==> src/shared/pdms_pkg.sv <==
// constants of the pwm dead-time and mask output stage
// assumes: 32-bit ahb-lite register bus, one 250 mhz system clock
package pdms_pkg;

  // channel and pair counts
  localparam int PDMS_CHANNELS = 6;
  localparam int PDMS_PAIRS = 3;

  // system clock
  localparam int PDMS_CLK_PERIOD_NS = 4;
  localparam int PDMS_SYSTEM_CLOCK_FREQ_MHZ = 1000 / PDMS_CLK_PERIOD_NS;

  // register indexes; byte address is four times the index
  localparam logic [7:0] PDMS_IDX_PAIR_ENABLE = 8'hF9;
  localparam logic [7:0] PDMS_IDX_COUNT_LOW = 8'hFA;
  localparam logic [7:0] PDMS_IDX_MASK_ENABLE = 8'hFB;
  localparam logic [7:0] PDMS_IDX_MASK_VALUE = 8'hFC;
  localparam logic [7:0] PDMS_IDX_STAGE_STATUS = 8'hF0;

  // bus decode
  localparam int PDMS_IDX_LSB = 2;
  localparam int PDMS_IDX_MSB = 9;
  localparam logic [2:0] PDMS_HSIZE_WORD = 3'h2;

  // field positions
  localparam int PDMS_PAIR_ON_LSB = 0;
  localparam int PDMS_COUNT_MSB_BIT = 4;
  localparam int PDMS_COUNT_W = 9;
  localparam int PDMS_DELAY_W = 10;
  localparam int PDMS_STATUS_OUT_LSB = 0;
  localparam int PDMS_STATUS_ACTIVE_LSB = 8;

  // reset values
  localparam logic [2:0] PDMS_PAIR_ENABLE_RST = 3'h0;
  localparam logic [8:0] PDMS_COUNT_RST = 9'h000;
  localparam logic [5:0] PDMS_MASK_ENABLE_RST = 6'h00;
  localparam logic [5:0] PDMS_MASK_VALUE_RST = 6'h00;

endpackage : pdms_pkg

==> src/logic/pdms_stage.sv <==
// pwm output stage: dead-time insertion per pair, mask override per channel
// assumes: ahb-lite slave on hclk, generator inputs and guard synchronous to hclk

// Behaviour
// - enabled pair: each signal's rising edge is delayed by the dead time
// - disabled pair: both signals pass through with no inserted delay
// - pair enable bit acts only while that pair is complementary
// - 9-bit count, msb in enable register bit 4; delay is count plus 1 clocks
// - count applies only in complementary mode with the pair enable set
// - writes to enable and count registers need the timed write guard
// - mask enable 0 routes generator signal, 1 substitutes the mask level
// - masked channel drives its mask level bit: 0 low, 1 high
// - after reset enable, mask enable and mask value read all zeros
module pdms_stage (
  input wire logic hclk,
  input wire logic hresetn,
  input wire logic hce,
  input wire logic hsel,
  input wire logic [31:0] haddr,
  input wire logic [1:0] htrans,
  input wire logic hwrite,
  input wire logic [2:0] hsize,
  input wire logic [31:0] hwdata,
  input wire logic hready,
  output logic [31:0] hrdata,
  output logic hreadyout,
  output logic hresp,
  input wire logic timed_write_guard,
  input wire logic [pdms_pkg::PDMS_PAIRS-1:0] pair_complementary,
  input wire logic [pdms_pkg::PDMS_CHANNELS-1:0] gen_pwm,
  output logic [pdms_pkg::PDMS_CHANNELS-1:0] pwm_out
);
  import pdms_pkg::*;

  logic [PDMS_PAIRS-1:0] deadtime_pair_on;
  logic [PDMS_COUNT_W-1:0] deadtime_count;
  logic [PDMS_CHANNELS-1:0] channel_mask_on;
  logic [PDMS_CHANNELS-1:0] channel_mask_level;
  logic [PDMS_PAIRS-1:0] next_deadtime_pair_on;
  logic [PDMS_COUNT_W-1:0] next_deadtime_count;
  logic [PDMS_CHANNELS-1:0] next_channel_mask_on;
  logic [PDMS_CHANNELS-1:0] next_channel_mask_level;
  logic dp_write;
  logic [7:0] dp_idx;
  logic ap_take;
  logic ap_mapped;
  logic [7:0] ap_idx;
  logic [PDMS_CHANNELS-1:0] dt_active_ch;
  logic [PDMS_CHANNELS-1:0] dly_done;
  logic [PDMS_CHANNELS-1:0] dt_shaped;
  logic [31:0] next_rdata;

  // bus handshake: stalls while the clock enable is low
  assign hreadyout = hce;
  assign hresp = 1'b0;

  assign ap_take = hsel && htrans[1] && hready;
  assign ap_mapped = (haddr[31:PDMS_IDX_MSB+1] == '0) && (haddr[PDMS_IDX_LSB-1:0] == '0) &&
                     (hsize == PDMS_HSIZE_WORD);
  assign ap_idx = haddr[PDMS_IDX_MSB:PDMS_IDX_LSB];

  // address phase capture
  always_ff @(posedge hclk or negedge hresetn) begin
    if (!hresetn) begin
      dp_write <= 1'b0;
      dp_idx <= 8'h00;
    end else if (hce) begin
      dp_write <= ap_take && hwrite && ap_mapped;
      dp_idx <= ap_idx;
    end
  end

  // write data phase, guarded registers need the timed write guard
  always_comb begin
    next_deadtime_pair_on = deadtime_pair_on;
    next_deadtime_count = deadtime_count;
    next_channel_mask_on = channel_mask_on;
    next_channel_mask_level = channel_mask_level;
    if (dp_write && timed_write_guard && dp_idx == PDMS_IDX_PAIR_ENABLE) begin
      next_deadtime_pair_on = hwdata[PDMS_PAIR_ON_LSB +: PDMS_PAIRS];
      next_deadtime_count[PDMS_COUNT_W-1] = hwdata[PDMS_COUNT_MSB_BIT];
    end
    if (dp_write && timed_write_guard && dp_idx == PDMS_IDX_COUNT_LOW) begin
      next_deadtime_count[PDMS_COUNT_W-2:0] = hwdata[PDMS_COUNT_W-2:0];
    end
    if (dp_write && dp_idx == PDMS_IDX_MASK_ENABLE) begin
      next_channel_mask_on = hwdata[PDMS_CHANNELS-1:0];
    end
    if (dp_write && dp_idx == PDMS_IDX_MASK_VALUE) begin
      next_channel_mask_level = hwdata[PDMS_CHANNELS-1:0];
    end
  end

  // register storage
  always_ff @(posedge hclk or negedge hresetn) begin
    if (!hresetn) begin
      deadtime_pair_on <= PDMS_PAIR_ENABLE_RST;
      deadtime_count <= PDMS_COUNT_RST;
      channel_mask_on <= PDMS_MASK_ENABLE_RST;
      channel_mask_level <= PDMS_MASK_VALUE_RST;
    end else if (hce) begin
      deadtime_pair_on <= next_deadtime_pair_on;
      deadtime_count <= next_deadtime_count;
      channel_mask_on <= next_channel_mask_on;
      channel_mask_level <= next_channel_mask_level;
    end
  end

  // read mux from the next values, so a write just before a read is seen
  always_comb begin
    next_rdata = 32'h0000_0000;
    case (ap_idx)
      PDMS_IDX_PAIR_ENABLE: begin
        next_rdata[PDMS_PAIR_ON_LSB +: PDMS_PAIRS] = next_deadtime_pair_on;
        next_rdata[PDMS_COUNT_MSB_BIT] = next_deadtime_count[PDMS_COUNT_W-1];
      end
      PDMS_IDX_COUNT_LOW: begin
        next_rdata[PDMS_COUNT_W-2:0] = next_deadtime_count[PDMS_COUNT_W-2:0];
      end
      PDMS_IDX_MASK_ENABLE: begin
        next_rdata[PDMS_CHANNELS-1:0] = next_channel_mask_on;
      end
      PDMS_IDX_MASK_VALUE: begin
        next_rdata[PDMS_CHANNELS-1:0] = next_channel_mask_level;
      end
      PDMS_IDX_STAGE_STATUS: begin
        next_rdata[PDMS_STATUS_OUT_LSB +: PDMS_CHANNELS] = pwm_out;
        next_rdata[PDMS_STATUS_ACTIVE_LSB +: PDMS_CHANNELS] = dt_active_ch;
      end
      default: begin
        next_rdata = 32'h0000_0000;
      end
    endcase
    if (!ap_mapped) begin
      next_rdata = 32'h0000_0000;
    end
  end

  always_ff @(posedge hclk or negedge hresetn) begin
    if (!hresetn) begin
      hrdata <= 32'h0000_0000;
    end else if (hce && ap_take && !hwrite) begin
      hrdata <= next_rdata;
    end
  end

  // per-channel dead-time shaping
  for (genvar c = 0; c < PDMS_CHANNELS; c++) begin : g_ch
    logic [PDMS_DELAY_W-1:0] dly;
    // enable bit only counts in complementary mode
    assign dt_active_ch[c] = deadtime_pair_on[c/2] && pair_complementary[c/2];
    assign dly_done[c] = dly > {1'b0, deadtime_count};
    always_ff @(posedge hclk or negedge hresetn) begin
      if (!hresetn) begin
        dly <= '0;
      end else if (hce) begin
        if (!gen_pwm[c]) begin
          dly <= '0;
        end else if (!dly_done[c]) begin
          dly <= dly + 10'h001;
        end
      end
    end
    // rising edge held back, falling edge passes at once
    assign dt_shaped[c] = dt_active_ch[c] ? (gen_pwm[c] && dly_done[c]) : gen_pwm[c];
  end

  // mask after dead time
  always_ff @(posedge hclk or negedge hresetn) begin
    if (!hresetn) begin
      pwm_out <= '0;
    end else if (hce) begin
      pwm_out <= (channel_mask_on & channel_mask_level) | (~channel_mask_on & dt_shaped);
    end
  end

  // checks
  logic any_write_seen;
  always_ff @(posedge hclk or negedge hresetn) begin
    if (!hresetn) begin
      any_write_seen <= 1'b0;
    end else if (hce && dp_write) begin
      any_write_seen <= 1'b1;
    end
  end
endmodule // pdms_stage

==> config.mk <==
export PLATFORM = sky130hd
export DESIGN_NAME = pdms_stage
export DESIGN_NICKNAME = d
export VERILOG_FILES = /design/src/shared/pdms_pkg.sv /design/src/logic/pdms_stage.sv
export SDC_FILE = /design/constraint.sdc
export NUM_CORES = 1
export LEC_CHECK = 0
export BUFFER_PORTS_ARGS = -buffer_cell sky130_fd_sc_hd__buf_4
export CAP_MARGIN = 30
export CORE_AREA = 2 2 117 119
export DETAILED_ROUTE_END_ITERATION = 10
export DIE_AREA = 0 0 119 121
export GPL_TIMING_DRIVEN = 1
export HOLD_SLACK_MARGIN = 0.05
export PLACE_DENSITY = 0.85
export SETUP_SLACK_MARGIN = 0.5
export SLEW_MARGIN = 20
export SYNTH_ARGS = -nofsm -noshare
export SYNTH_HDL_FRONTEND = slang
export SYNTH_SLANG_ARGS = --single-unit
==> constraint.sdc <==
create_clock -name hclk -period 3.1 [get_ports hclk]
set_clock_uncertainty 0.15 [all_clocks]
set_input_delay 0.62 -clock hclk [delete_from_list [all_inputs] [get_ports hclk]]
set_output_delay 0.62 -clock hclk [all_outputs]
set_load 0.005 [all_outputs]
==> results.toml, run 1 <==
[final_layout]
area_growth_pct = 25.2
finalCoreUtilization_pct = 72.0
postLayoutCellArea_mm2 = 0.00942
num_antenna_cells = 0
fin_nets = 1046
drive_above_1_share_pct = 29.2

[worst_setup_path]
cp-end-kind = "flop"
crit_fanout = 9
cp-startpoint = "deadtime_count[6]"
cp_cell_sequence = "clkinvlp_4 > ha_2 > a21o_1 > a211oi_2 > nor4b_4 > nor2_4 > buf_4 > or4b_1 > o21ai_0"
cp.arrival_ps = 2860
max_stage_delay_ps = 460
cp-start-kind = "flop"
critPathRequiredTime_ps = 3230
worst_r2r_startpoint = "deadtime_count[6]"
setup.worst_path.class = "reg2reg"
crit_path_top_delay_cell = "or4b_1"

[global_route]
grt_max_degree = 72
grt_pass1_vias = 6595
grt.total_usage_pct = 28.8
antenna_found_initial = 0
grt_pass1_wl_um = 33200
grt_overflow_total = 0

[yosys]
synth_top_cell_by_area = "dfrtp_1"
synth.mux.area_fraction_pct = 8.38
synthTopCellsByArea = "dfrtp_1 (37%), ha_1 (10%), mux2_2 (4.8%)"
ys_async_sr_fraction_pct = 100
yosysWarnings = 0
synth_seq_cells = 110
synth_top_family_by_area = "simple AND/OR/NAND/NOR gates"
synth_compound_area_share_pct = 18.1
synth_top_area_share_pct = 36.6
netlist_area_mm2 = 0.00752
netlist_instances = 787
syn-mean-instance-area_um2 = 9.56
yosysSeqAreaShare_pct = 36.6
synth_edf_count = 0
synth_simple_gate_area_share_pct = 21.1
ys.flop_type = "dfrtp_1"
synth.distinct_cells = 77
synthAdderAreaFrac_pct = 9.98
synth-xor-area-share_pct = 0.116

[pwr]
ir_worst_vdd_mv = 0.442
p_per_area_mw_per_mm2 = 479
power_leakage_nw = 4.27

[placement]
hpwl_um = 13500
postPlaceCellArea_mm2 = 0.00826
port_buffers = 80
gp_congestion = 0.908

[floorplanning]
ios = 125
rows = 42
initial_core_util_pct = 57.5
core_area_mm2 = 0.0131
die_h_um = 121
die_area_mm2 = 0.0144
die_x_um = 119

[job]
drv_cap = 0

[sta]
rsz0062_at_grt = "yes"
max_freq_ghz = 0.366
tns_ps = 0
slew_headroom_pct = 53.4
setup_viol = 0
hold_violations = 0
drv_slew = 0
holdWs_ps = 78.4
tightestPinTransition_ps = 699
post-route-period-util_pct = 88.1
finalCriticalPeriod_ps = 2730

[clocking]
cts_tree = "built"
cts_htree_levels = 3
cts_hold_buffers = 0
cts_buffer_depth = 2
clk_latency_ps = 370
root_buffer = "clkbuf_16"
cts_sinks = 110
cts-buffers-inserted = 9
clk_pin_slew_ps = 70

[route]
via_per_inst = 6.52
ant_nets = 0
wl_per_cell_um = 20.0
drtIter0Drc = 681
vias = 7060
route.detailed.drc = 0
wl_um = 21700
drtPass1Iterations = 6

[outcome]
status = "finished, final reports clean"

[worst_hold_path]
worstHoldPathType = "in2async"
per-stage QoR:
| step | std cells | setup slack (ps) | total power [W] |
|---|---|---|---|
| floorplan | 805 | 630 | 0.00243 |
| global placement | 1025 | 246 | 0.00271 |
| detailed placement | 1025 | 210 | 0.00277 |
| CTS | 1064 | 442 | 0.00420 |
| global route | 1082 | 250 | 0.00471 |
| finish | 1082 | 368 | 0.00451 |
final timing paths:
path	cells after the start	end	slack, ps
max	9	g_ch[3].dly[3]	370
min	1	g_ch[5].dly[6]	80
max reg2reg	9	g_ch[3].dly[3]	370
min reg2reg	2	hrdata[2]	330
max in group asynchronous	2	g_ch[3].dly[7]	1960
min in group hclk	2	hrdata[2]	330
cell families (layout without fill, tap and decap cells):
kind of cell	Yosys count	in the layout
AOI/OAI and AO/OA	179	179
xor gates and xnor gates	1	1
adders and majority gates	60	60
buffers and inverters	88	187
DFF	110	110
muxes	59	59
other	1	19
and+or+nand+nor	289	291
layout by cell type (no fill, tap or decap), types with 5 or more instances in the layout:
master / n
a21o_1: 17
or2_2: 6
mux2_2: 32
buf_6: 16
inv_1: 30
nand2_1: 74
a211o_1: 8
a32o_1: 5
o211ai_1: 18
or3_1: 7
buf_4: 114
o21ai_1: 8
conb_1: 19
mux2i_1: 26
clkinvlp_4: 5
nand3_1: 48
nand3_2: 5
clkbuf_16: 9
ha_1: 53
a211oi_2: 6
ha_4: 5
nor2_4: 5
nor2_1: 28
nor4_1: 13
nor3_1: 8
nand2b_1: 11
o221ai_1: 5
a21oi_1: 15
nand4_1: 15
and3_1: 16
o22ai_1: 9
nand4b_1: 8
o21ai_0: 17
o311ai_0: 6
or4_1: 9
dfrtp_1: 110
o31ai_1: 5
worst max-delay path, delay by kind of cell, from the launching register on:
family	cells	cell delay, ps
flops	1	410
simple gates	3	890
fa+ha+maj	1	270
compound gates	3	470
buf+inv	2	440
where the power goes:
part           internal [W]  switching (W)
clock              0.000715       0.000568
combinational      0.000714       0.000752
sequential          0.00156       0.000199
total               0.00299        0.00152
cell type report:
class / instances / area (µm²)
Clock buffer: 10 / 229
Clock inverter: 6 / 93.8
Fill cell: 870 / 3660
Inverter: 37 / 154
Multi-Input combinational cell: 609 / 4860
Sequential cell: 110 / 2750
Tap cell: 176 / 220
Timing Repair Buffer: 134 / 1120
routing by layer:
layer	vias up	global-route usage [%]	share of wire, %
li1	3199	-	-
met3	52	5.92	6.9
met1	3466	36.1	40
met4	0	10.7	3.0
met2	343	49.4	50
met5	-	0	0
flip-flops by register name (all words and copies together) (netlist names):
name / flops
dp_write: 1
channel_mask_level: 6
dp_idx: 8
hrdata: 11
deadtime_count: 9
g_ch.dly: 60
deadtime_pair_on: 3
channel_mask_on: 6
pwm_out: 6
Yosys cell counts (all sizes together) (11+ instances only):
cell type / number
buf: 31
nand2b: 12
nand2: 75
o21ai: 26
mux2: 32
nand3: 53
dfrtp: 110
a21o: 17
nor3: 11
and3: 16
inv: 36
a211oi: 12
a21oi: 17
o211ai: 18
nor2: 34
nand4: 16
nor4: 17
clkbuf: 20
o311ai: 14
ha: 60
or4: 12
mux2i: 27
timing repair:
action / in CTS / in global routing
buffers inserted: 22 / 16
resized for setup: 30 / 79
setup endpoints to repair: 58 / 58
cloned: 1 / 2
pin swaps: 11 / 51
hold endpoints to repair: 0 / 0
(Power assumes the default switching activity.)
==> run 2: changes to the inputs <==
--- a/config.mk
+++ b/config.mk
@@ -5,14 +5,15 @@
 export SDC_FILE = /design/constraint.sdc
 export NUM_CORES = 1
 export LEC_CHECK = 0
+export ABC_AREA = 1
 export BUFFER_PORTS_ARGS = -buffer_cell sky130_fd_sc_hd__buf_4
 export CAP_MARGIN = 30
-export CORE_AREA = 2 2 117 119
+export CORE_AREA = 2 2 121 123
 export DETAILED_ROUTE_END_ITERATION = 10
-export DIE_AREA = 0 0 119 121
+export DIE_AREA = 0 0 123 125
 export GPL_TIMING_DRIVEN = 1
 export HOLD_SLACK_MARGIN = 0.05
-export PLACE_DENSITY = 0.85
+export PLACE_DENSITY = 0.84
 export SETUP_SLACK_MARGIN = 0.5
 export SLEW_MARGIN = 20
 export SYNTH_ARGS = -nofsm -noshare
==> results.toml, run 2 <==
[outcome]
status = "finished, final reports clean"

[route]
drtPass1Iterations = 6
via_per_inst = 5.36
wl_per_cell_um = 13.8
vias = 7188
ant_nets = 0
route.detailed.drc = 0
wl_um = 18500
drtIter0Drc = 552

[global_route]
grt_pass1_wl_um = 30900
grt_max_degree = 86
antenna_found_initial = 0
grt.total_usage_pct = 25.2
grt_overflow_total = 0
grt_pass1_vias = 6643

[final_layout]
num_antenna_cells = 0
finalCoreUtilization_pct = 62.5
area_growth_pct = 11.0
fillers = 1255
top_register = "g_ch.dly"
reg_top3 = "g_ch.dly: 60 flops, hrdata: 11 flops, deadtime_count: 9 flops"
drive_above_1_share_pct = 15.8
fin_nets = 1296
largest_reg_flops = 60
final_cell_mix = "nand2_1 (315), nand3_1 (114), dfrtp_1 (110)"
postLayoutCellArea_mm2 = 0.00888
layout_commonest_cell = "nand2_1"

[pwr]
power_leakage_nw = 4.51
p_int_w = 0.00250
finalPower_w = 0.00387
switching_share_pct = 35.5
pwr-share-seq_pct = 44.2
p_clk_share_pct = 29.9
switchingPower_w = 0.00137
p_per_area_mw_per_mm2 = 436
p_comb_share_pct = 25.9
ir_worst_vdd_mv = 0.310

[yosys]
synth_edf_count = 0
synth_top_cell_by_area = "dfrtp_1"
synth.distinct_cells = 40
netlist_instances = 1091
ys_async_sr_fraction_pct = 100
synth_seq_cells = 110
synthTopCellsByCount = "nand2_1 (319), nand3_1 (114), dfrtp_1 (110)"
synth_top_area_share_pct = 34.4
yosysMostFrequentCell = "nand2_1"
yosysWarnings = 0
ys.flop_type = "dfrtp_1"
yosysSeqAreaShare_pct = 34.4
netlist_area_mm2 = 0.00800
synthTopCellsByArea = "dfrtp_1 (34%), nand2_1 (15%), ha_1 (9.4%)"
syn-mean-instance-area_um2 = 7.34

[worst_hold_path]
hold_depth = 3
worstHoldPathType = "in2reg"
worstHoldStart = "haddr[6]"
hold_end = "dp_idx[4]"

[sta]
setup_viol = 0
post-route-period-util_pct = 76.2
slew_headroom_pct = 63.5
max_freq_ghz = 0.423
tns_ps = 0
tightestPinTransition_ps = 546
finalCriticalPeriod_ps = 2360
drv_slew = 0
hold_violations = 0
rsz0062_at_grt = "no"
holdWs_ps = 312

[placement]
gp_congestion = 0.876
postPlaceCellArea_mm2 = 0.00857
port_buffers = 80
hpwl_um = 13400

[floorplanning]
initial_core_util_pct = 56.4
rows = 44
ios = 125
die_x_um = 123
die_h_um = 125
die_area_mm2 = 0.0154
core_area_mm2 = 0.0142

[clocking]
clk_pin_slew_ps = 80
cts-buffers-inserted = 9
cts_buffer_depth = 2
clk_latency_ps = 360
root_buffer = "clkbuf_16"
post-cts-setup-buffers = 0
cts_sinks = 110
cts_tree = "built"
cts_htree_levels = 3

[worst_setup_path]
r2r_slack_ps = 740
worst_r2r_startpoint = "deadtime_count[7]"
crit_fanout = 20
reg2reg_to = "g_ch[4].dly[9]"
cp-start-kind = "flop"
cp.arrival_ps = 2450
ff2ff_path_depth = 10
setup.worst_path.class = "reg2reg"
cp-end-kind = "flop"
critPathRequiredTime_ps = 3190

[job]
drv_cap = 0
## run 2: cell count changes in the layout (fill, tap and decap cells not counted), sizes merged, moves of 27 or more
| cell | delta |
|---|---|
| nand2 | +254 |
| inv | +77 |
| mux2i | -27 |
| buf | -52 |
| o21ai | +68 |
| nor2 | +56 |
| nand3 | +68 |
| mux2 | -32 |
## run 2: critical path, cell delays in order (launching register included)
cell and delay [ps]:
dfrtp_1 380, inv_1 400, ha_1 320, nand2_1 90, inv_1 40, a21oi_1 160, nand3_1 120, nand3_1 90
nand2_2 230, nand2_1 150, o21ai_1 70
## run 2: power groups by stage
stage / logic, W / registers, W / clock network [W]
final: 0.00100 / 0.00171 / 0.00116
after global routing: 0.00116 / 0.00173 / 0.00123
after detailed placement: 0.000986 / 0.00173 / 0
after floorplan: 0.000736 / 0.00169 / 0
after CTS: 0.000995 / 0.00171 / 0.00118
after global placement: 0.000942 / 0.00173 / 0
## run 2: final cells by class
type	count	area [µm²]	share of cell area, %
Inverter	107	402	4.52
Tap cell	184	230	2.59
Multi-Input combinational cell	840	4570	51.5
Sequential cell	110	2750	31.0
Clock inverter	7	63.8	0.719
Clock buffer	9	225	2.54
Timing Repair Buffer	83	638	7.19
## run 2: routing by layer
metal	up-vias	global-route usage (%)	share of wire [%]
met1	3310	34.0	44
met4	0	11.3	3.1
met5	-	0	0
met2	193	40.8	48
met3	32	2.78	5.1
li1	3653	-	-
## run 2: stage by stage
step / setup WS, ps / std cells
3_5_place_dp: 602 / 1323
5_1_grt: 591 / 1340
6_report: 739 / 1340
2_1_floorplan: 1280 / 1109
4_1_cts: 577 / 1340
3_3_place_gp: 685 / 1323
## run 2: what timing repair did
action / in CTS / in global routing
gates resized for setup: 0 / 4
setup endpoints to repair: 0 / 39
hold buffers: 1 / 0
endpoints found under the hold margin: 25 / 0
## run 2: cell families after synthesis
logic type	after synthesis	synth area share, %
fa+ha+maj	60	9.38
xor+xnor	22	2.41
compound gates	139	9.90
buf+inv	159	9.49
other cells	1	0.0469
flops	110	34.4
simple gates	600	34.4
## run 2: worst max path at each step
stage	from	end	cells after the start
2_1_floorplan	deadtime_count[8]	g_ch[5].dly[7]	11
3_3_place_gp	deadtime_count[7]	g_ch[4].dly[0]	10
3_5_place_dp	deadtime_count[7]	g_ch[4].dly[7]	10
4_1_cts	deadtime_count[7]	g_ch[4].dly[2]	10
5_1_grt	deadtime_count[7]	g_ch[4].dly[2]	10
6_report	deadtime_count[7]	g_ch[4].dly[9]	10
==> run 3: changes to the inputs <==
--- a/config.mk
+++ b/config.mk
@@ -5,15 +5,15 @@
 export SDC_FILE = /design/constraint.sdc
 export NUM_CORES = 1
 export LEC_CHECK = 0
-export ABC_AREA = 1
+export ABC_AREA = 0
 export BUFFER_PORTS_ARGS = -buffer_cell sky130_fd_sc_hd__buf_4
 export CAP_MARGIN = 30
-export CORE_AREA = 2 2 121 123
+export CORE_AREA = 2 2 124 126
 export DETAILED_ROUTE_END_ITERATION = 10
-export DIE_AREA = 0 0 123 125
+export DIE_AREA = 0 0 126 128
 export GPL_TIMING_DRIVEN = 1
 export HOLD_SLACK_MARGIN = 0.05
-export PLACE_DENSITY = 0.84
+export PLACE_DENSITY = 0.8
 export SETUP_SLACK_MARGIN = 0.5
 export SLEW_MARGIN = 20
 export SYNTH_ARGS = -nofsm -noshare
==> constraint.sdc (replaced) <==
create_clock -name hclk -period 1.9 [get_ports hclk]
set_clock_uncertainty 0.15 [all_clocks]
set_input_delay 0.38 -clock hclk [delete_from_list [all_inputs] [get_ports hclk]]
set_output_delay 0.38 -clock hclk [all_outputs]
set_load 0.005 [all_outputs]
==> results.toml, run 3 (synthesis results as in run 1) <==
[route]
drtIter0Drc = 897
vias = 8266
drtPass1Iterations = 5
wl_per_cell_um = 22.9
ant_nets = 0
route.detailed.drc = 0
wl_um = 28800
via_per_inst = 6.58

[global_route]
grt_overflow_total = 0
grt.total_usage_pct = 32.0
grt_max_degree = 52
grt_pass1_vias = 8044
antenna_found_initial = 0
grt_pass1_wl_um = 41200

[floorplanning]
rows = 45
initial_core_util_pct = 50.6
ios = 125
die_area_mm2 = 0.0161
die_x_um = 126
die_h_um = 128
core_area_mm2 = 0.0149

[placement]
port_buffers = 80
gp_congestion = 0.904
pre_cts_slack_ps = -637
hpwl_um = 16500
placedCellCount = 1183

[clocking]
cts_sinks = 110
cts_buffer_depth = 2
root_buffer = "clkbuf_16"
clk_latency_ps = 380
clk_pin_slew_ps = 80
cts-buffers-inserted = 9
cts_htree_levels = 3
cts_tree = "built"

[sta]
max_freq_ghz = 0.376
slew_headroom_pct = 62.8
drv_slew = 0
tightestPinTransition_ps = 552
post-route-period-util_pct = 140
hold_violations = 0
rsz0062_at_grt = "yes"
finalCriticalPeriod_ps = 2660
fin_ws_ps = -763
holdWs_ps = 97.1
setup_viol = 92

[worst_setup_path]
r2r_slack_ps = -760
crit_fanout = 6
cp-start-kind = "flop"
critPathRequiredTime_ps = 2050
cp-end-kind = "flop"
cp.arrival_ps = 2820
setup.worst_path.class = "reg2reg"
ff2ff_path_depth = 9

[pwr]
pwr-share-seq_pct = 33.0
p_int_w = 0.00542
power_leakage_nw = 5.29
switchingPower_w = 0.00299
p_comb_share_pct = 42.0
ir_worst_vdd_mv = 0.471
switching_share_pct = 35.6
p_clk_share_pct = 25.0
finalPower_w = 0.00841
p_per_area_mw_per_mm2 = 733

[outcome]
failed_checks = "setup timing"
status = "finished with violations"

[final_layout]
fin_nets = 1209
final_cells = 1257
num_antenna_cells = 0
largest_reg_flops = 60
top_register = "g_ch.dly"
layout_commonest_cell = "buf_4"
final_cell_mix = "buf_4 (221), dfrtp_1 (106), nand2_1 (71)"
reg_top3 = "g_ch.dly: 60 flops, hrdata: 11 flops, deadtime_count: 9 flops"
drive_above_1_share_pct = 45.4
area_growth_pct = 52.5

[job]
drv_cap = 0

[worst_hold_path]
worstHoldPathType = "in2reg"
hold_depth = 2
[run 3: power groups by stage]
stage,Clock (W),Combinational (W),Sequential [W]
after floorplan,0,0.00137,0.00283
after global placement,0,0.00239,0.00279
after detailed placement,0,0.00249,0.00279
after CTS,0.00209,0.00317,0.00275
after global routing,0.00217,0.00373,0.00279
final,0.00210,0.00353,0.00278
[run 3: final timing paths]
path                                   to                from
setup / recovery           g_ch[4].dly[7]   deadtime_count[7]
hold / removal                  dp_idx[5]            haddr[7]
setup reg to reg           g_ch[4].dly[7]   deadtime_count[7]
hold reg to reg                pwm_out[4]  channel_mask_on[4]
max in group asynchronous  g_ch[4].dly[8]             hresetn
min in group asynchronous       dp_idx[7]             hresetn
[run 3: worst max-delay path, stage by stage (launching register included)]
cell and delay (ps):
dfrtp_1 440, inv_4 180, ha_4 230, a21o_1 160, a211o_1 340, a2111oi_4 340, nor2_4 110, buf_12 160
or4_1 400, o21ai_1 80
[run 3: cell type report]
cell class,instances,area [µm²]
fill,797,3390
tap,188,235
sequential,110,2760
multi-input combinational,608,5340
clock inverter,7,88.8
timing repair buffer,298,2680
clock buffer,9,225
inverter,37,153
[run 3: per-layer routing]
layer | up-vias | GRT usage [%] | wire length (µm)
met4 | 0 | 16.3 | 1700
met5 | - | 0 | 0
met3 | 174 | 5.72 | 2360
met2 | 577 | 54.6 | 14100
li1 | 3523 | - | -
met1 | 3992 | 39.1 | 10700
[run 3: metrics by stage]
step | instance area (µm²) | util, % | TNS [ps]
floorplan | 8010 | - | -15960
global placement | 9850 | 66.3 | -27790
detailed placement | 9850 | 66.3 | -32340
CTS | 11100 | 75.0 | -32530
global route | 11500 | 77.2 | -49870
finish | 11500 | 77.2 | -43370
[run 3: timing repair]
item	CTS	global route
setup buffers	40	14
setup endpoints to repair	121	121
hold buffers	1	0
resized for setup	137	42
pin swaps	55	26
endpoints found under the hold margin	22	0
gates cloned	3	0
